File: config.mk
export PLATFORM = sky130hd
export DESIGN_NAME = mms_top
export DESIGN_NICKNAME = d
export VERILOG_FILES = /design/src/mms_pkg.sv /design/src/mms_mem_if.sv /design/src/mms_ram.sv /design/src/mms_top.sv
export VERILOG_INCLUDE_DIRS = /design/src
export SDC_FILE = /design/constraint.sdc
export NUM_CORES = 1
export LEC_CHECK = 0
export ABC_AREA = 1
export BUFFER_PORTS_ARGS = -buffer_cell sky130_fd_sc_hd__buf_2
export CELL_PAD_IN_SITES_DETAIL_PLACEMENT = 0
export CELL_PAD_IN_SITES_GLOBAL_PLACEMENT = 2
export CORE_MARGIN = 3
export CORE_UTILIZATION = 43
export DETAILED_ROUTE_END_ITERATION = 8
export HOLD_SLACK_MARGIN = 0.08
export PLACE_DENSITY = 0.85
export SLEW_MARGIN = 30
export SYNTH_ARGS = -nofsm -noshare
export SYNTH_HDL_FRONTEND = slang
export SYNTH_SLANG_ARGS = --single-unit
File: constraint.sdc
create_clock -name mclk_i -period 2.2 [get_ports mclk_i]
set_input_delay 0.44 -clock mclk_i [delete_from_list [all_inputs] [get_ports mclk_i]]
set_output_delay 0.44 -clock mclk_i [all_outputs]
set_load 0.01 [all_outputs]
File: src/mms_consts.svh
// mms_consts.svh: offsets, field positions, reset values and vectors of the mode/map block.
// assumes it is included by bare name from the package and the design modules.
`ifndef MMS_CONSTS_SVH
`define MMS_CONSTS_SVH

// data space byte addresses
`define MMS_DA_PORTA        8'h00
`define MMS_DA_PORTB        8'h01
`define MMS_DA_PORTC        8'h02
`define MMS_DA_DDRA         8'h04
`define MMS_DA_DDRB         8'h05
`define MMS_DA_DDRC         8'h06
`define MMS_DA_TSCR         8'h09
`define MMS_DA_ROM_LO       8'h20
`define MMS_DA_ROM_HI       8'h5F
`define MMS_DA_RAM_LO       8'h80
`define MMS_DA_RAM_HI       8'h9F
`define MMS_DA_PRESC        8'hFD
`define MMS_DA_COUNT        8'hFE
`define MMS_DA_ACC          8'hFF

// geometry
`define MMS_PROG_AW         12
`define MMS_DATA_AW         8
`define MMS_RAM_AW          5
`define MMS_RAM_DEPTH       32
`define MMS_DROM_DEPTH      64
`define MMS_STACK_DEPTH     4
`define MMS_NARROW_W        4
`define MMS_WIDE_W          8

// timer status/control fields
`define MMS_TSCR_TMZ        7
`define MMS_TSCR_DOUT       6
`define MMS_TSCR_TOUT       5
`define MMS_TSCR_RST        8'h00

// program space regions
`define MMS_PS_PROG_LO      12'h400
`define MMS_PS_PROG_HI      12'h7EF
`define MMS_PS_VEC_LO       12'h7F8
`define MMS_PS_VEC_HI       12'h7FF
`define MMS_PS_SELF_LO      12'hC00
`define MMS_PS_SELF_HI      12'hD2F

// restart addresses
`define MMS_VEC_USER        12'h400
`define MMS_VEC_SELF        12'hC00
`define MMS_VEC_ROMV        12'h000

// port-A bit positions of the two mode lines within the narrow port
`define MMS_MODE_LO_BIT     2
`define MMS_MODE_HI_BIT     3

`endif

File: src/mms_pkg.sv
// mms_pkg: types shared by the mode/map block.
// assumes mms_consts.svh is on the include path.
`include "mms_consts.svh"

package mms_pkg;

  typedef enum logic [1:0] {
    MMS_MODE_SINGLE = 2'b00,
    MMS_MODE_SELF   = 2'b01,
    MMS_MODE_ROMV   = 2'b10
  } mms_mode_t;

  typedef enum logic [1:0] {
    MMS_REG_NONE = 2'b00,
    MMS_REG_PROG = 2'b01,
    MMS_REG_VEC  = 2'b10,
    MMS_REG_SELF = 2'b11
  } mms_region_t;

endpackage : mms_pkg

File: src/mms_mem_if.sv
// mms_mem_if: port bundle between the map decoder and the data RAM.
// assumes one clock shared by both ends.
`timescale 1ns/100ps
`default_nettype none

interface mms_mem_if #(
  parameter int AW = 5,
  parameter int DW = 8
);
  logic [AW-1:0] addr;
  logic [DW-1:0] wdata;
  logic          we;
  logic [DW-1:0] rdata;

  modport ctrl (output addr, output wdata, output we, input rdata);
  modport mem  (input addr, input wdata, input we, output rdata);
endinterface : mms_mem_if

`default_nettype wire

File: src/mms_ram.sv
// mms_ram: data space RAM, including the two pointer bytes at its bottom.
// assumes synchronous write, read data registered one cycle after the address.
`timescale 1ns/100ps
`default_nettype none

module mms_ram #(
  parameter int AW = 5,
  parameter int DW = 8
) (
  input  wire logic mclk_i,
  mms_mem_if.mem    bus
);
  logic [DW-1:0] mem_q [2**AW];

  // plain storage, no reset: contents are undefined until software writes them
  always_ff @(posedge mclk_i) begin
    if (bus.we) begin
      mem_q[bus.addr] <= bus.wdata;
    end
  end

  // registered read keeps the timing independent of the decoder
  always_ff @(posedge mclk_i) begin
    bus.rdata <= mem_q[bus.addr];
  end
endmodule : mms_ram

`default_nettype wire

File: src/mms_top.sv
// mms_top: reset-time mode select, restart vector, return stack, pin routing and
// data/program space decode of a small 8-bit single-chip controller.
// assumes the cpu core drives the data and program request ports synchronously to mclk_i.
`timescale 1ns/100ps
`default_nettype none
`include "mms_consts.svh"

module mms_top #(
  parameter logic [7:0]   MODE_TABLE = 8'h24,   // entry n at [2n+1:2n], n = {hi,lo}
  parameter logic [511:0] DROM_INIT  = 512'h0   // data ROM bytes indexed by address bits 5:0, so the low byte is read at 8'h40
) (
  input  wire logic                  mclk_i,
  input  wire logic                  rst_n_i,
  input  wire logic                  mode_strap_pin_i,
  input  wire logic                  irq_n_i,
  output logic                       irq_o,
  input  wire logic                  timer_pin_i,
  output logic                       timer_pin_o,
  output logic                       timer_pin_oe_o,
  input  wire logic                  timer_timeout_i,
  input  wire logic                  int_sync_tick_i,
  output logic                       prescaler_clk_o,
  input  wire logic [3:0]            narrow_port_lines_i,
  output logic [3:0]                 narrow_port_lines_o,
  output logic [3:0]                 narrow_port_lines_oe_o,
  input  wire logic [7:0]            wide_port_lines_i,
  output logic [7:0]                 wide_port_lines_o,
  output logic [7:0]                 wide_port_lines_oe_o,
  input  wire logic [7:0]            d_addr_i,
  input  wire logic [7:0]            d_wdata_i,
  input  wire logic                  d_wr_i,
  input  wire logic                  d_rd_i,
  output logic [7:0]                 d_rdata_o,
  output logic                       d_rvalid_o,
  input  wire logic                  pc_inc_i,
  input  wire logic                  pc_load_i,
  input  wire logic                  call_i,
  input  wire logic                  ret_i,
  input  wire logic [11:0]           pc_target_i,
  output logic [11:0]                instruction_pointer_o,
  output mms_pkg::mms_region_t       prog_region_o,
  output mms_pkg::mms_mode_t         op_mode_o,
  output logic                       mode_valid_o,
  output logic [7:0]                 acc_o
);
  import mms_pkg::*;

  localparam int SD = `MMS_STACK_DEPTH;

  logic        booted_q;
  logic        irq_meta_q;
  logic [3:0]  pa_data_q;
  logic [7:0]  pb_data_q;
  logic [7:0]  pc_data_q;
  logic [3:0]  pa_dir_q;
  logic [7:0]  pb_dir_q;
  logic [7:0]  pc_dir_q;
  logic [7:0]  tscr_q;
  logic [7:0]  presc_q;
  logic [7:0]  count_q;
  logic [11:0] stack_q [SD];
  logic [7:0]  local_q;
  logic        ram_sel_q;
  logic        rd_q;
  logic [1:0]  mode_idx;
  logic        in_ram;
  logic        in_drom;
  logic        wr_ram;
  logic [7:0]  rd_mux;
  logic [11:0] boot_vec;

  mms_mem_if #(.AW(`MMS_RAM_AW), .DW(8)) ram_bus ();

  mms_ram #(
    .AW (`MMS_RAM_AW),
    .DW (8)
  ) u_ram (
    .mclk_i (mclk_i),
    .bus    (ram_bus.mem)
  );

  // data space decode; each space has its own address, never shared
  assign in_ram  = (d_addr_i >= `MMS_DA_RAM_LO) && (d_addr_i <= `MMS_DA_RAM_HI);
  assign in_drom = (d_addr_i >= `MMS_DA_ROM_LO) && (d_addr_i <= `MMS_DA_ROM_HI);
  assign wr_ram  = d_wr_i && in_ram;
  // pointer bytes are simply the first two RAM cells
  assign ram_bus.addr  = d_addr_i[`MMS_RAM_AW-1:0];
  assign ram_bus.wdata = d_wdata_i;
  assign ram_bus.we    = wr_ram;

  // mode decode: strap low forces single-chip, else the parameter table decides
  assign mode_idx = {narrow_port_lines_i[`MMS_MODE_HI_BIT], narrow_port_lines_i[`MMS_MODE_LO_BIT]};

  // release of reset is caught by the first clock edge after it, never in the reset branch
  always_ff @(posedge mclk_i or negedge rst_n_i) begin
    if (!rst_n_i) begin
      booted_q     <= 1'b0;
      mode_valid_o <= 1'b0;
      op_mode_o    <= MMS_MODE_SINGLE;
    end else if (!booted_q) begin
      booted_q     <= 1'b1;
      mode_valid_o <= 1'b1;
      if (!mode_strap_pin_i) begin
        op_mode_o <= MMS_MODE_SINGLE;
      end else begin
        op_mode_o <= mms_mode_t'(MODE_TABLE[{mode_idx, 1'b0} +: 2]);
      end
    end
    // once booted nothing touches the mode again
  end

  always_comb begin
    boot_vec = `MMS_VEC_USER;
    if (mode_strap_pin_i) begin
      unique case (mms_mode_t'(MODE_TABLE[{mode_idx, 1'b0} +: 2]))
        MMS_MODE_SINGLE: boot_vec = `MMS_VEC_USER;
        MMS_MODE_SELF:   boot_vec = `MMS_VEC_SELF;
        MMS_MODE_ROMV:   boot_vec = `MMS_VEC_ROMV;
        default:         boot_vec = `MMS_VEC_USER;  // unused table code falls back to user
      endcase
    end
  end

  // instruction pointer: reset abandons the program, boot loads the restart address
  always_ff @(posedge mclk_i or negedge rst_n_i) begin
    if (!rst_n_i) begin
      instruction_pointer_o <= 12'h000;
    end else if (!booted_q) begin
      instruction_pointer_o <= boot_vec;
    end else if (call_i || pc_load_i) begin
      instruction_pointer_o <= pc_target_i;
    end else if (ret_i) begin
      instruction_pointer_o <= stack_q[0];
    end else if (pc_inc_i) begin
      instruction_pointer_o <= instruction_pointer_o + 12'h001;         // wraps in 4096 bytes
    end
  end

  // return stack: push shifts down and drops the bottom, pull keeps the bottom level
  always_ff @(posedge mclk_i or negedge rst_n_i) begin
    if (!rst_n_i) begin
      for (int i = 0; i < SD; i++) begin
        stack_q[i] <= 12'h000;
      end
    end else if (booted_q && call_i) begin
      stack_q[0] <= instruction_pointer_o;
      for (int i = 1; i < SD; i++) begin
        stack_q[i] <= stack_q[i-1];
      end
    end else if (booted_q && ret_i) begin
      for (int i = 0; i < SD - 1; i++) begin
        stack_q[i] <= stack_q[i+1];
      end
    end
  end

  // program space region of the pointer, registered one cycle behind it, so the core need not know the layout
  always_ff @(posedge mclk_i or negedge rst_n_i) begin
    if (!rst_n_i) begin
      prog_region_o <= MMS_REG_NONE;
    end else if ((instruction_pointer_o >= `MMS_PS_VEC_LO)
                 && (instruction_pointer_o <= `MMS_PS_VEC_HI)) begin
      prog_region_o <= MMS_REG_VEC;
    end else if ((instruction_pointer_o >= `MMS_PS_PROG_LO)
                 && (instruction_pointer_o <= `MMS_PS_PROG_HI)) begin
      prog_region_o <= MMS_REG_PROG;
    end else if ((instruction_pointer_o >= `MMS_PS_SELF_LO)
                 && (instruction_pointer_o <= `MMS_PS_SELF_HI)) begin
      prog_region_o <= MMS_REG_SELF;
    end else begin
      prog_region_o <= MMS_REG_NONE;
    end
  end

  // external interrupt: first flop feeds only the second
  always_ff @(posedge mclk_i or negedge rst_n_i) begin
    if (!rst_n_i) begin
      irq_meta_q <= 1'b0;
      irq_o      <= 1'b0;
    end else begin
      irq_meta_q <= ~irq_n_i;
      irq_o      <= irq_meta_q;
    end
  end

  // port data and direction bytes, written by software
  always_ff @(posedge mclk_i or negedge rst_n_i) begin
    if (!rst_n_i) begin
      pa_data_q <= 4'h0;
      pb_data_q <= 8'h00;
      pc_data_q <= 8'h00;
      pa_dir_q  <= 4'h0;  // all inputs after reset so the mode lines are not driven
      pb_dir_q  <= 8'h00;
      pc_dir_q  <= 8'h00;
    end else if (d_wr_i) begin
      unique case (d_addr_i)
        `MMS_DA_PORTA: pa_data_q <= d_wdata_i[7:4];
        `MMS_DA_PORTB: pb_data_q <= d_wdata_i;
        `MMS_DA_PORTC: pc_data_q <= d_wdata_i;
        `MMS_DA_DDRA:  pa_dir_q  <= d_wdata_i[7:4];
        `MMS_DA_DDRB:  pb_dir_q  <= d_wdata_i;
        `MMS_DA_DDRC:  pc_dir_q  <= d_wdata_i;
        default: ;
      endcase
    end
  end

  // pin drive registered so every line changes one cycle after the write
  always_ff @(posedge mclk_i or negedge rst_n_i) begin
    if (!rst_n_i) begin
      narrow_port_lines_o    <= 4'h0;
      narrow_port_lines_oe_o <= 4'h0;
      wide_port_lines_o      <= 8'h00;
      wide_port_lines_oe_o   <= 8'h00;
    end else begin
      narrow_port_lines_o    <= pa_data_q;
      narrow_port_lines_oe_o <= pa_dir_q;
      wide_port_lines_o      <= pb_data_q;
      wide_port_lines_oe_o   <= pb_dir_q;
    end
  end

  // timer status/control; a time-out in the same cycle as a clearing write still sets TMZ
  always_ff @(posedge mclk_i or negedge rst_n_i) begin
    if (!rst_n_i) begin
      tscr_q <= `MMS_TSCR_RST;
    end else begin
      if (d_wr_i && (d_addr_i == `MMS_DA_TSCR)) begin
        tscr_q <= d_wdata_i;
      end
      if (timer_timeout_i || (d_wr_i && (d_addr_i == `MMS_DA_COUNT) && (d_wdata_i == 8'h00))) begin
        tscr_q[`MMS_TSCR_TMZ] <= 1'b1;
      end
    end
  end

  // prescaler, count and accumulator bytes; the counting itself lives in the timer
  always_ff @(posedge mclk_i or negedge rst_n_i) begin
    if (!rst_n_i) begin
      presc_q <= 8'h00;
      count_q <= 8'h00;
      acc_o   <= 8'h00;
    end else if (d_wr_i) begin
      unique case (d_addr_i)
        `MMS_DA_PRESC: presc_q <= d_wdata_i;
        `MMS_DA_COUNT: count_q <= d_wdata_i;
        `MMS_DA_ACC:   acc_o   <= d_wdata_i;
        default: ;
      endcase
    end
  end

  // timer pin: input mode clocks the prescaler, output mode shows DOUT at time-out
  always_ff @(posedge mclk_i or negedge rst_n_i) begin
    if (!rst_n_i) begin
      prescaler_clk_o <= 1'b0;
      timer_pin_o     <= 1'b0;
      timer_pin_oe_o  <= 1'b0;
    end else begin
      timer_pin_oe_o  <= tscr_q[`MMS_TSCR_TOUT];
      prescaler_clk_o <= tscr_q[`MMS_TSCR_TOUT] ? int_sync_tick_i : timer_pin_i;
      if (tscr_q[`MMS_TSCR_TOUT] && timer_timeout_i) begin
        timer_pin_o <= tscr_q[`MMS_TSCR_DOUT];
      end
    end
  end

  // local read mux; unmapped and expansion bytes read as zero
  always_comb begin
    rd_mux = 8'h00;
    if (in_drom) begin
      rd_mux = DROM_INIT[{d_addr_i[5:0], 3'b000} +: 8];
    end else begin
      unique case (d_addr_i)
        `MMS_DA_PORTA: rd_mux = {(pa_dir_q & pa_data_q) | (~pa_dir_q & narrow_port_lines_i), 4'h0};
        `MMS_DA_PORTB: rd_mux = (pb_dir_q & pb_data_q) | (~pb_dir_q & wide_port_lines_i);
        `MMS_DA_PORTC: rd_mux = pc_dir_q & pc_data_q;  // no pins behind it
        `MMS_DA_DDRA:  rd_mux = {pa_dir_q, 4'h0};
        `MMS_DA_DDRB:  rd_mux = pb_dir_q;
        `MMS_DA_DDRC:  rd_mux = pc_dir_q;
        `MMS_DA_TSCR:  rd_mux = tscr_q;
        `MMS_DA_PRESC: rd_mux = presc_q;
        `MMS_DA_COUNT: rd_mux = count_q;
        `MMS_DA_ACC:   rd_mux = acc_o;
        default:       rd_mux = 8'h00;
      endcase
    end
  end

  // two-stage read so the RAM and local bytes return with one latency
  always_ff @(posedge mclk_i or negedge rst_n_i) begin
    if (!rst_n_i) begin
      local_q    <= 8'h00;
      ram_sel_q  <= 1'b0;
      rd_q       <= 1'b0;
      d_rdata_o  <= 8'h00;
      d_rvalid_o <= 1'b0;
    end else begin
      local_q    <= rd_mux;
      ram_sel_q  <= in_ram;
      rd_q       <= d_rd_i;
      d_rvalid_o <= rd_q;
      d_rdata_o  <= ram_sel_q ? ram_bus.rdata : local_q;
    end
  end
endmodule : mms_top

`default_nettype wire

Yosys cells after proc, flatten, opt, wreduce, memory -nomap -nowiden
Memories as Yosys holds them, arrays and structs flattened. A register that Yosys moved wholly into a read port is not among the register bits.
Index checks and enable logic that the tools add are counted.
W data, S select, Z words.
Storage, ports and cells
  memories: 1
  register bits: 186
  bits of input ports: 53
  bits in writable memories: 256
Cells by class
  $lt $le $gt $ge: 10
  add/subtract/negate cells: 1
  bitwise gates (word level): 10
  multiplexer cells: 20
  reduce and logical (&&, ||, !) cells: 27
  equal/unequal tests: 12
  shift-type cells: 2
Memory list
  u_ram.mem_q: words 32, width 8, read ports 1, clocked after Yosys merged registers in 1, wr ports 1, RTL line mms_ram.sv:13  | logic [DW-1:0] mem_q [2**AW];
Operators by type and width (count)
  $shiftx A512 B10 Y8 const A: 1
  $pmux W8 S10: 1
  $mux W36: 2
  $mux W12: 5
  $and A8 B8 Y8: 3
  $eq A8 B3 Y1 const B: 3
  $eq A8 B8 Y1 const B: 3
  $ge A12 B11 Y1 const B: 2
  $le A12 B11 Y1 const B: 2
  $mux W8: 3
  $pmux W12 S2: 1
  $reduce_and A2 Y1: 9
  $logic_not A8 Y1: 2
  $add A12 B1 Y12 const B: 1
  $ge A12 B12 Y1 const B: 1
  $le A12 B12 Y1 const B: 1
  $logic_and A1 B1 Y1: 12
  $and A4 B4 Y4: 2
  $eq A8 B1 Y1 const B: 1
  $eq A8 B2 Y1 const B: 1
  $eq A8 B4 Y1 const B: 1
  $ge A8 B6 Y1 const B: 1
  $ge A8 B8 Y1 const B: 1
  $le A8 B7 Y1 const B: 1
  14 further kinds: 22

Logic depth before layout (Yosys ltp)
Gate-level depths: netlist (run 1).
  word-level depth: 5
  mapped depth: 11

Hierarchy
From an unflattened synthesis (run 1), not the netlist that was laid out.
Second synthesis, totals
  cells, all modules: 1969
  area total of the unflattened synthesis: 19219.7 um2
By module, submodules not included
  mms_ram: cells each 1063, sequential area each 7847.5 um2, instances 1, area an instance 10988.0 um2
  mms_top: cells each 906, sequential area each 4654.5 um2, instances 1, area an instance 8231.6 um2

Worst setup path before layout (run 1)
No wires, ideal clock.
  kind: input-to-reg
  start point: in d_wr_i
  end point: mem u_ram.mem_q[0][0], enable pin
  library setup time: 370 ps
  required time: 1830 ps
  setup slack: 125 ps
  path buffers: 1
  data arrival time: 1705 ps
  stages: 5
  cell sequence: buf_2 inv_1 nor3_1 nand2_1 nor2_1
Between the ends
  longest elaborated chain between the ends: 3
Ends and longest elaborated chain
  from (decl): RTL line mms_top.sv:31  | input wire logic d_wr_i,
  $logic_and A1 B1 Y1: RTL line mms_top.sv:85  | assign wr_ram = d_wr_i && in_ram;
  $mux W1: RTL line mms_ram.sv:17  | if (bus.we) begin
  $mux W1 (implied by the code): RTL line mms_ram.sv:18  | mem_q[bus.addr] <= bus.wdata;
  to (decl): RTL line mms_ram.sv:13
Every way passes these cells.

Final worst setup path (run 1)
  start point: reg instruction_pointer_o[1]
  end point: reg instruction_pointer_o[10]
Between the ends
  longest elaborated chain between the ends: 5
Ends and longest elaborated chain
  from (decl): RTL line mms_top.sv:40  | output logic [11:0] instruction_pointer_o,
  from (signal assigned): RTL line mms_top.sv:129  | instruction_pointer_o <= boot_vec;
  from (signal assigned): RTL line mms_top.sv:131  | instruction_pointer_o <= pc_target_i;
  from (signal assigned): RTL line mms_top.sv:133  | instruction_pointer_o <= stack_q[0];
  $add A12 B1 Y12: RTL line mms_top.sv:135  | instruction_pointer_o <= instruction_pointer_o + 12'h001;
  $mux W12: RTL line mms_top.sv:134  | end else if (pc_inc_i) begin
  $mux W12: RTL line mms_top.sv:132  | end else if (ret_i) begin
  $mux W12: RTL line mms_top.sv:130  | end else if (call_i || pc_load_i) begin
  $mux W12: RTL line mms_top.sv:128  | end else if (!booted_q) begin
Every way passes these cells. The select of a mux whose other input is x is not followed.
A chain may end at the register's enable or synchronous reset.

==> run summary, run 1 <==
cts bufs inserted: 48
H-Tree Depth: 2
Post-Syn Instances: 1,701
CTS max path bufs: 3
sequential area share after synthesis: 68.8%
Crit Path Category: reg2reg
Hold Crit Class: in2reg
Synth Flop Type: edfxtp_1
height of the die: 212 um
post-place setup slack: 90.9 ps
First-pass DRT Iterations: 5
Tmin final: 1760 ps
Vias per Instance: 5.26
# Max-Cap Violations: 0
Setup Buffers After CTS: 0
I/O pin count: 115
Avg WL per Cell: 19.6 um
final period utilization: 79.9%
Layout Area Growth over Synthesis: 18.5%
Core Region: 0.0413 mm2
average cell area after synthesis: 10.7 um2
Final WS setup: 442 ps
Die W: 212 um
register bit total from synthesis: 450
count of different cell masters after synthesis: 41
DIE AREA: 0.0448 mm2
Syn Nets: 1,756
Top reg by flops: u_ram.mem_q
Setup TNS: 0 ps
DR DRC count: 0
Post-synth EDFFs: 256
Slew @ Worst Pin: 573 ps
layout cells sized above 1: 16.6%
CP Max Fanout: 5
std cell rows: 74
vias: 12,958
P per Cell Area: 877 mW/mm2
Slew HR: 61.8%
Post-DRT Antenna Nets: 0
clock transition at the registers of the reported paths: 60 ps
top flop regs: u_ram.mem_q x256, stack_q x48, instruction_pointer_o x12
CTS tree: done
initial core utilization: 44.0%
Layout fillers: 3,720
CTS resizes: 0
post-synthesis instance area: 0.0182 mm2
CTS root buffer: clkbuf_16
number of port buffers: 114
final hold violations: 0
Post-DP HPWL: 32.5 mm
Tot GR Track Use: 21.8%
CTS sink cnt: 450
yosys warns: 0
RSZ-0062 raised after global routing: false
final setup skew: 27.7 ps
P_leak: 9.02 nW
GRT overflow: 0
max FFs per register: 256
Worst-Skew Late Latency: 590 ps
Highest Signal Layer: met4
DR WL met2: 23.2 mm
max-slew violations: 0
largest net degree at the start of global routing: 63
multi-input logic area: 0.00500 mm2
# setup viols final: 0
status: completed
CP Data Required Time: 2670 ps
n_diodes: 0
first-pass GRT wire length: 75.0 mm
drt total wl: 48.3 mm
initial antenna violation count: 0
Post-synth ARST share: 41.3%
Crit path arrival time: 2220 ps
Startpoint Class: register
nets: 1,949
FMAX: 0.569 GHz
initial drt markers: 1,052
Peak supply drop: 741 uV
met3 WL: 2.33 mm
CP Capture Type: register
FF/Latch Area: 0.0125 mm2
post-layout util: 52.1%
number of global-route vias before repair: 13,036
wl on met1: 21.3 mm
Placer Congestion: 0.843
Yosys cell counts (2+ instances only):
| master | number | area (um2) |
|---|---|---|
| nand3_1 | 46 | 230 |
| buf_4 | 4 | 30.0 |
| nand4_1 | 48 | 300 |
| clkbuf_1 | 30 | 113 |
| edfxtp_1 | 256 | 7690 |
| nand3b_1 | 2 | 15.0 |
| nor2_4 | 4 | 45.0 |
| a21oi_1 | 42 | 210 |
| clkinv_1 | 3 | 11.3 |
| o21ai_0 | 124 | 621 |
| nand3_2 | 2 | 20.0 |
| o221ai_1 | 12 | 105 |
| buf_6 | 2 | 22.5 |
| inv_1 | 87 | 327 |
| nor2_2 | 3 | 18.8 |
| dfrtp_1 | 186 | 4650 |
| o21ai_1 | 28 | 140 |
| ha_1 | 2 | 25.0 |
| nand2_1 | 568 | 2130 |
| buf_1 | 3 | 11.3 |
| o22ai_1 | 16 | 100 |
| buf_2 | 28 | 140 |
| dfxtp_1 | 8 | 160 |
| nor2_1 | 120 | 450 |
| nand2_2 | 7 | 43.8 |
| o21bai_1 | 2 | 15.0 |
| or2_2 | 2 | 12.5 |
| nor4_1 | 2 | 12.5 |
| mux2i_1 | 4 | 40.0 |
| nor3_1 | 5 | 25.0 |
| a31oi_1 | 2 | 12.5 |
| inv_2 | 9 | 33.8 |
| a22oi_1 | 16 | 120 |
| o211ai_1 | 6 | 45.0 |
| nor3_4 | 2 | 32.5 |
| o21a_1 | 2 | 15.0 |
| mux2_2 | 14 | 158 |
per-stage QoR:
step	power [mW]	hold slack (ps)	cell area, um2	std cells
6_report	18.9	130	21500	2463
3_3_place_gp	11.0	336	19900	2370
3_5_place_dp	11.1	339	19900	2370
4_1_cts	19.1	96.1	21500	2463
5_1_grt	19.6	119	21500	2463
2_1_floorplan	10.4	144	18200	1701
worst max-delay path, cell delays in order (launching register included):
cell and delay, ps:
dfrtp_1 440, ha_1 220, nand3_1 170, nor2_1 350, nand2_1 100, nand2_1 80
nand3_1 70, nand2_1 70, nand2_1 50, nand2_1 60, nand2_1 50
power breakdown:
| group | switching, mW | internal (mW) | leakage, nW |
|---|---|---|---|
| registers | 0.222 | 9.28 | 4.81 |
| logic | 0.930 | 0.469 | 3.46 |
| clock network | 3.30 | 4.68 | 0.760 |
metal layers:
layer / GRT usage (%) / up-vias
met4: 7.14 / 0
met5: 0 / -
li1: - / 6154
met2: 35.9 / 320
met3: 3.63 / 100
met1: 30.0 / 6384
area by class of cell:
class / count / area share, %
Multi-Input combinational cell: 1085 / 23.2
Tap cell: 532 / 3.09
Inverter: 99 / 1.73
Clock inverter: 25 / 1.21
Clock buffer: 62 / 6.06
Sequential cell: 450 / 58.1
Timing Repair Buffer: 210 / 6.63
what timing repair did:
item / in CTS / in global routing
hold buffers: 6 / 0
endpoints found under the setup margin: 0 / 0
hold endpoints to repair: 61 / 0
logic make-up after synthesis:
group	Yosys count	synth area share, %
adder cells (fa/ha/maj)	2	0.138
AND/OR/NAND/NOR	814	18.6
buffers and inverters	166	3.79
flip-flops	450	68.8
AO/OA/AOI/OAI	250	7.61
multiplexers	18	1.09
other	1	0.0206
cell usage in the layout (no fill, tap or decap), types with 9 or more instances in the layout:
| cell | Yosys | layout |
|---|---|---|
| buf_2 | 28 | 113 |
| o22ai_1 | 16 | 16 |
| nand2_1 | 568 | 568 |
| nand4_1 | 48 | 48 |
| buf_4 | 4 | 81 |
| o221ai_1 | 12 | 12 |
| buf_12 | 0 | 9 |
| dfrtp_1 | 186 | 186 |
| inv_2 | 9 | 9 |
| inv_1 | 87 | 87 |
| a21oi_1 | 42 | 42 |
| clkbuf_16 | 0 | 49 |
| nor2_1 | 120 | 119 |
| mux2_2 | 14 | 14 |
| o21ai_0 | 124 | 124 |
| o21ai_1 | 28 | 28 |
| clkinv_1 | 3 | 10 |
| a22oi_1 | 16 | 16 |
| clkbuf_1 | 30 | 10 |
| nand3_1 | 46 | 46 |
| edfxtp_1 | 256 | 256 |
path summary, 6_finish.rpt:
path,from,to,slack [ps],depth (start not counted)
worst max-delay path,instruction_pointer_o[1]$_DFFE_PN0P_,instruction_pointer_o[10]$_DFFE_PN0P_,440,10
worst min-delay path,pc_target_i[4],instruction_pointer_o[4]$_DFFE_PN0P_,130,3
worst max register to register,instruction_pointer_o[1]$_DFFE_PN0P_,instruction_pointer_o[10]$_DFFE_PN0P_,440,10
worst min register to register,irq_meta_q$_DFF_PN0_,irq_o$_DFF_PN0_,350,0
max in group asynchronous,rst_n_i,stack_q[40]$_DFFE_PN0P_,1130,3
min in group asynchronous,rst_n_i,stack_q[16]$_DFFE_PN0P_,440,2
Note: power is estimated with default switching activity, not from simulation.
==> inputs of run 2 (changes only) <==
Settings changed: CORE_UTILIZATION 43 to 40, PLACE_DENSITY 0.85 to 0.8.
Clock period 2.2 ns to 1.7 ns, I/O delays scaled along.
==> run 2 against run 1 <==
Compared with the run above:
- die area rose by 7.3%
- via count rose by 2.5%
- critical path type is now reg2out
- count of clock-buffer cells in the layout shrank 1
- hold slack got worse by 15 ps
- clock skew decreased by 4.5 ps
- non-clock buffer count increased by 88
- setup slack worse by 400 ps
- core utilization shrank 0.48 points
- combinational power increased by 48%
- global-route usage decreased by 0.14 points
- final cell count is 6.1% higher
- critical path depth down 8
==> run summary, run 2 (synthesis results as in run 1) <==
CTS root buffer: clkbuf_16
Post-DP HPWL: 35.7 mm (+9.9%)
RSZ-0062 raised after global routing: false
Psw: 5.87 mW (+32%)
Vias per Instance: 5.08 (-3.4%)
top flop regs: u_ram.mem_q x256, stack_q x48, instruction_pointer_o x12
drt total wl: 51.3 mm (+6.2%)
Post-DRT Antenna Nets: 0 (unchanged)
number of port buffers: 114 (unchanged)
Tmin final: 1660 ps
Layout Area Growth over Synthesis: 26.5%
share of power burned in registers: 48.7% (-1.6 points)
initial antenna violation count: 0 (unchanged)
std cell rows: 77 (+4.1%)
Avg WL per Cell: 19.6 um (+0.14%)
CP Buf/Inv Count: 2 (+2)
FMAX: 0.603 GHz
commonest non-fill, non-tap cell in the layout: nand2_1
Setup Buffers After CTS: 0 (unchanged)
P_leak: 9.62 nW (+6.6%)
GRT overflow: 0 (unchanged)
final instance area: 0.0230 mm2 (+6.8%)
CTS sink cnt: 450 (unchanged)
Die W: 219 um (+3.6%)
commonest cells after routing, fill and taps aside: 560 x nand2_1, 256 x edfxtp_1, 185 x dfrtp_1
Worst-Skew Late Latency: 590 ps (about the same)
nets: 2,037 (+4.5%)
clock share of power: 43.1% (+0.8 points)
final hold violations: 0 (unchanged)
Setup TNS: 0 ps (unchanged)
RR Startpoint: instruction_pointer_o[0]$_DFFE_PN0P_
WHS: 114 ps (-15.1 ps)
Placer Congestion: 0.831 (-1.4%)
Crit path arrival time: 1320 ps (-900 ps)
CTS max path bufs: 3 (unchanged)
P per Cell Area: 1100 mW/mm2 (+25%)
Slew HR: 63.4% (+1.6 points)
clock transition at the registers of the reported paths: 60 ps (about the same)
first-pass GRT wire length: 79.0 mm (+5.4%)
height of the die: 219 um (+3.6%)
Core Region: 0.0445 mm2 (+7.8%)
initial core utilization: 40.8% (-3.2 points)
design internal power: 19.4 mW (+34%)
status: completed
DIE AREA: 0.0480 mm2 (+7.3%)
Worst path slowest cell: dfrtp_2
CP Max Fanout: 6 (+1)
Startpoint Class: register
number of global-route vias before repair: 13,658 (+4.8%)
Worst setup startpoint: instruction_pointer_o[4]$_DFFE_PN0P_
max-slew violations: 0 (unchanged)
# Max-Cap Violations: 0 (unchanged)
largest net degree at the start of global routing: 52 (-17%)
CP peak stage delay: 450 ps (about the same)
First-pass DRT Iterations: 5 (unchanged)
Top reg by flops: u_ram.mem_q
final period utilization: 97.5%
Hold Crit Class: in2reg
vias: 13,276 (+2.5%)
Worst Min Path Start: pc_target_i[6]
combinational share of power: 8.2% (+0.8 points)
CP Data Required Time: 1360 ps (-1310 ps)
H-Tree Depth: 2 (unchanged)
n_diodes: 0 (unchanged)
Switching Share: 23.3% (-0.32 points)
Pwr Total: 25.2 mW (+34%)
dpl cell area: 0.0211 mm2 (+6.2%)
Slew @ Worst Pin: 548 ps (-25.2 ps)
initial drt markers: 961 (-8.7%)
I/O pin count: 115 (unchanged)
final setup skew: 23.2 ps (-4.51 ps)
crit-path leading delay family: flip-flops
max FFs per register: 256 (unchanged)
cells along the critical path: buf_4, buf_2
CP Capture Type: output pin
layout cells sized above 1: 21.8% (+5.1 points)
Crit Path Category: reg2out
Tot GR Track Use: 21.7% (-0.14 points)
cts bufs inserted: 48 (unchanged)
Peak supply drop: 800 uV (+8.0%)
# setup viols final: 0 (unchanged)
DR DRC count: 0 (unchanged)
CTS tree: done
## run 2: cell count changes in the layout (fill, tap and decap cells not counted), moves of 2 or more
cell / before / now
nand2_4: 0 / 4
clkinvlp_4: 3 / 0
clkinv_2: 7 / 9
nand2_1: 568 / 560
bufinv_16: 4 / 8
dlygate4sd3_1: 6 / 21
nand2_2: 7 / 11
nor2_1: 119 / 86
nor2_4: 6 / 38
inv_6: 0 / 2
buf_12: 9 / 35
inv_16: 2 / 0
buf_4: 81 / 128
## run 2: worst paths after layout
check / to / slack [ps] / depth (start not counted)
max: instruction_pointer_o[4] / 40 / 2
min: instruction_pointer_o[6]$_DFFE_PN0P_ / 110 / 5
max reg2reg: instruction_pointer_o[10]$_DFFE_PN0P_ / 170 / 10
min reg2reg: d_rvalid_o$_DFF_PN0_ / 350 / 0
max in group asynchronous: instruction_pointer_o[4]$_DFFE_PN0P_ / 840 / 3
min in group asynchronous: stack_q[9]$_DFFE_PN0P_ / 230 / 2
## run 2: cell type report
cell class,instances,area [um2]
sequential,450,12500
clock buffer,61,1290
tap,592,741
timing repair buffer,298,2450
clock inverter,28,347
fill,4010,21500
multi-input combinational,1085,5300
inverter,99,372
## run 2: through the flow
stage	instances	util (%)	setup slack (ps)
6_report	2613	51.7	42.0
5_1_grt	2613	51.7	5.50
4_1_cts	2613	51.7	14.1
3_5_place_dp	2503	47.5	-276
3_3_place_gp	2503	47.5	-261
2_1_floorplan	1701	-	-32.2
## run 2: what timing repair did
action,CTS,global route
resized for setup,1,1
endpoints found under the setup margin,1,1
hold endpoints to repair,208,0
hold buffers,21,0
## run 2: routing by layer
metal  up-vias  routed length [um]  GRT usage [%]
met5         -                   0              0
met2       312               25100           36.6
met3        83                2500           3.77
li1       6338                   -              -
met4         0                1340           6.50
met1      6543               22400           28.9
## run 2: worst min-delay path, cell delays in order
cell and delay (ps):
buf_2 70, nor2_1 30, nor2_1 90, nand2_1 50
o21ai_0 60
## run 2: power by group through the flow
stage               logic (mW)  clock network, mW  registers (mW)
finish                    2.07               10.9            12.3
CTS                       2.10               11.1            12.3
floorplan                0.980                  0            12.5
global placement          2.02                  0            12.5
detailed placement        2.05                  0            12.5
global route              2.32               11.6            12.3
==> inputs of run 3 (changes only) <==
Settings changed: ABC_AREA 1 to default, CORE_UTILIZATION 40 to 44.
==> run 3 against run 2 <==
Compared with the run above:
- core utilization rose by 5.7 points
- largest power group unchanged
- first-iteration DRC count shrank 13%
- combinational power is 10% higher
- final cell count shrank 21%
- clock power about the same
==> run summary, run 3 <==
status: completed
share of power burned in registers: 49.0% (+0.3 points)
Post-synth ARST share: 41.3% (unchanged)
First-pass DRT Iterations: 5 (unchanged)
max-slew violations: 0 (unchanged)
P_leak: 9.46 nW (-1.7%)
# Max-Cap Violations: 0 (unchanged)
largest cells by area after synthesis: edfxtp_1 42%, dfrtp_1 26%, mux4_2 6.2%
Peak supply drop: 994 uV (+24%)
Final WS setup: 54.2 ps (+12.2 ps)
Cells after DPL: 1,959 (-22%)
combinational share of power: 8.8% (+0.6 points)
post-synthesis instance area: 0.0182 mm2 (+0.34%)
Hold Crit Class: in2reg
number of global-route vias before repair: 11,887 (-13%)
post-synth top area share: 42.1% (-0.15 points)
Top reg by flops: u_ram.mem_q
height of the die: 210 um (-4.4%)
P per Cell Area: 1120 mW/mm2 (+1.9%)
most common library cells after synthesis: 256 x edfxtp_1, 186 x dfrtp_1, 156 x nand2_1, 86 x mux2_2, 68 x mux2i_1
Layout Area Growth over Synthesis: 26.9%
design internal power: 19.9 mW (+2.6%)
nets: 1,546 (-24%)
Worst Reg2Reg Path Length in Cells: 6 (-4)
final hold violations: 0 (unchanged)
Die W: 210 um (-4.4%)
register bit total from synthesis: 450 (unchanged)
layout cells sized above 1: 37.6% (+16 points)
drt total wl: 47.5 mm (-7.5%)
FMAX: 0.608 GHz (+0.74%)
commonest cells after routing, fill and taps aside: 256 x edfxtp_1, 184 x dfrtp_1, 150 x nand2_1
Layout Cells excl Fill: 2,055 (-21%)
clock transition at the registers of the reported paths: 60 ps (about the same)
I/O pin count: 115 (unchanged)
CP Capture Type: output pin
yosys warns: 0 (unchanged)
count of different cell masters after synthesis: 72 (+76%)
FF-to-FF setup slack: 60 ps (-110 ps)
number of port buffers: 114 (unchanged)
Slew @ Worst Pin: 664 ps (+116 ps)
# setup viols final: 0 (unchanged)
post-place setup slack: -564 ps (-288 ps)
DIE AREA: 0.0439 mm2 (-8.5%)
Avg WL per Cell: 23.1 um (+18%)
area leader, netlist: edfxtp_1
Slew HR: 55.7% (-7.7 points)
max FFs per register: 256 (unchanged)
Psw: 6.03 mW (+2.8%)
CTS root buffer: clkbuf_16
initial antenna violation count: 3 (+3)
sequential area share after synthesis: 68.5% (-0.24 points)
Setup TNS: 0 ps (unchanged)
Synth Flop Type: edfxtp_1
Post-Syn Instances: 1,210 (-29%)
vias: 11,385 (-14%)
Layout fillers: 3,228 (-20%)
Hold Path Depth: 3 (-2)
largest net degree at the start of global routing: 61 (+17%)
Core Region: 0.0404 mm2 (-9.3%)
cts bufs inserted: 48 (unchanged)
Post-DRT Antenna Nets: 0 (unchanged)
Syn Nets: 1,265 (-28%)
CTS sink cnt: 450 (unchanged)
final setup skew: 26.1 ps (+2.90 ps)
first-pass GRT wire length: 73.7 mm (-6.8%)
Vias per Instance: 5.54 (+9.0%)
Crit path arrival time: 1310 ps (about the same)
Crit Path Category: reg2out
initial drt markers: 835 (-13%)
Post-synth EDFFs: 256 (unchanged)
hold path endpoint: ram_sel_q$_DFF_PN0_
Pwr Total: 25.9 mW (+2.6%)
Worst-Skew Late Latency: 590 ps (about the same)
Post-DP HPWL: 32.7 mm (-8.3%)
clock share of power: 42.2% (-0.9 points)
RSZ-0062 raised after global routing: false
Placer Congestion: 0.863 (+3.9%)
CP Data Required Time: 1360 ps (about the same)
Tot GR Track Use: 22.0% (+0.24 points)
initial core utilization: 45.2% (+4.3 points)
top flop regs: u_ram.mem_q x256, stack_q x48, instruction_pointer_o x12
most common cell in the synthesized netlist: edfxtp_1
Tmin final: 1650 ps (-12.2 ps)
DR DRC count: 0 (unchanged)
CTS tree: done
RR Startpoint: u_ram.mem_q[31][4]$_DFFE_PP_
n_diodes: 0 (unchanged)
H-Tree Depth: 2 (unchanged)
Startpoint Class: register
final period utilization: 96.8% (-0.72 points)
reg2reg end: u_ram.bus.rdata[4]$_DFF_P_
Worst Min Path Start: d_addr_i[5]
std cell rows: 73 (-5.2%)
CP Max Fanout: 5 (-1)
Switching Share: 23.3% (+0.029 points)
average cell area after synthesis: 15.1 um2 (+41%)
commonest non-fill, non-tap cell in the layout: edfxtp_1
CTS max path bufs: 3 (unchanged)
GRT overflow: 0 (unchanged)
[run 3: changes by cell type after synthesis, moves of 14 or more]
cell and change:
mux2_2 +72, nand4_1 -44, mux4_2 +50, a221oi_1 +14, nor2_1 -63, o21ai_0 -77
o21ai_1 -27, nand2_1 -412, inv_1 -78, nand3_1 -33, mux2i_1 +64
[run 3: worst max-delay path, stage by stage (launching register included)]
cell and delay (ps):
dfrtp_1 420, buf_4 180, buf_2 140
[run 3: metal layers]
layer	wire [um]	global-route usage, %
met1	21000	31.0
met2	22700	35.4
met3	2360	3.54
met4	1270	6.70
met5	24	0
[run 3: area by class of cell]
cell class                      count  area, um2  share of cell area [%]
Clock buffer                       57       1240                    5.38
Clock inverter                     32        412                    1.78
Tap cell                          525        657                    2.84
Inverter                           10       37.5                   0.162
Sequential cell                   450      12500                    54.0
Timing Repair Buffer              302       2470                    10.7
Multi-Input combinational cell    679       5830                    25.2
[run 3: power groups by stage]
| stage | logic [mW] | registers, mW | clock network (mW) |
|---|---|---|---|
| 2_1_floorplan | 1.23 | 12.8 | 0 |
| 6_report | 2.28 | 12.7 | 10.9 |
| 3_5_place_dp | 2.27 | 12.9 | 0 |
| 3_3_place_gp | 2.22 | 12.9 | 0 |
| 5_1_grt | 2.54 | 12.8 | 11.6 |
| 4_1_cts | 2.30 | 12.7 | 11.1 |
[run 3: worst max path at each step]
stage / slack, ps / start / to / depth (start not counted)
after global routing: 0.5 / instruction_pointer_o[10]$_DFFE_PN0P_ / instruction_pointer_o[10] / 2
after floorplan: -250 / d_addr_i[4] / pb_data_q[0]$_DFFE_PN0P_ / 5
after global placement: -560 / d_addr_i[0] / u_ram.bus.rdata[7]$_DFF_P_ / 6
after detailed placement: -560 / d_addr_i[0] / u_ram.bus.rdata[7]$_DFF_P_ / 6
final: 50 / instruction_pointer_o[10]$_DFFE_PN0P_ / instruction_pointer_o[10] / 2
after CTS: 4 / u_ram.mem_q[23][2]$_DFFE_PP_ / u_ram.bus.rdata[2]$_DFF_P_ / 6
[run 3: logic make-up after synthesis]
group	count (synthesis)	share of synthesized area (%)
AO/OA/AOI/OAI	176	6.55
XOR/XNOR	4	0.192
adder cells (fa/ha/maj)	2	0.137
buffers and inverters	81	2.03
flip-flops	450	68.5
multiplexers	204	15.2
other	1	0.0206
AND/OR/NAND/NOR	292	7.32
[run 3: stage by stage]
| step | utilization (%) | area [um2] | hold slack (ps) |
|---|---|---|---|
| global placement | 52.8 | 21300 | 268 |
| floorplan | - | 18700 | 44.4 |
| global route | 57.4 | 23200 | 120 |
| finish | 57.4 | 23200 | 143 |
| CTS | 57.3 | 23100 | 92.7 |
| detailed placement | 52.9 | 21300 | 269 |
[run 3: what timing repair did]
item,in CTS,in global routing
resized for setup,8,13
setup buffers,0,0
endpoints found under the hold margin,194,0
gates cloned,0,0
hold buffers,10,0
pin swaps,1,4
endpoints found under the setup margin,3,9
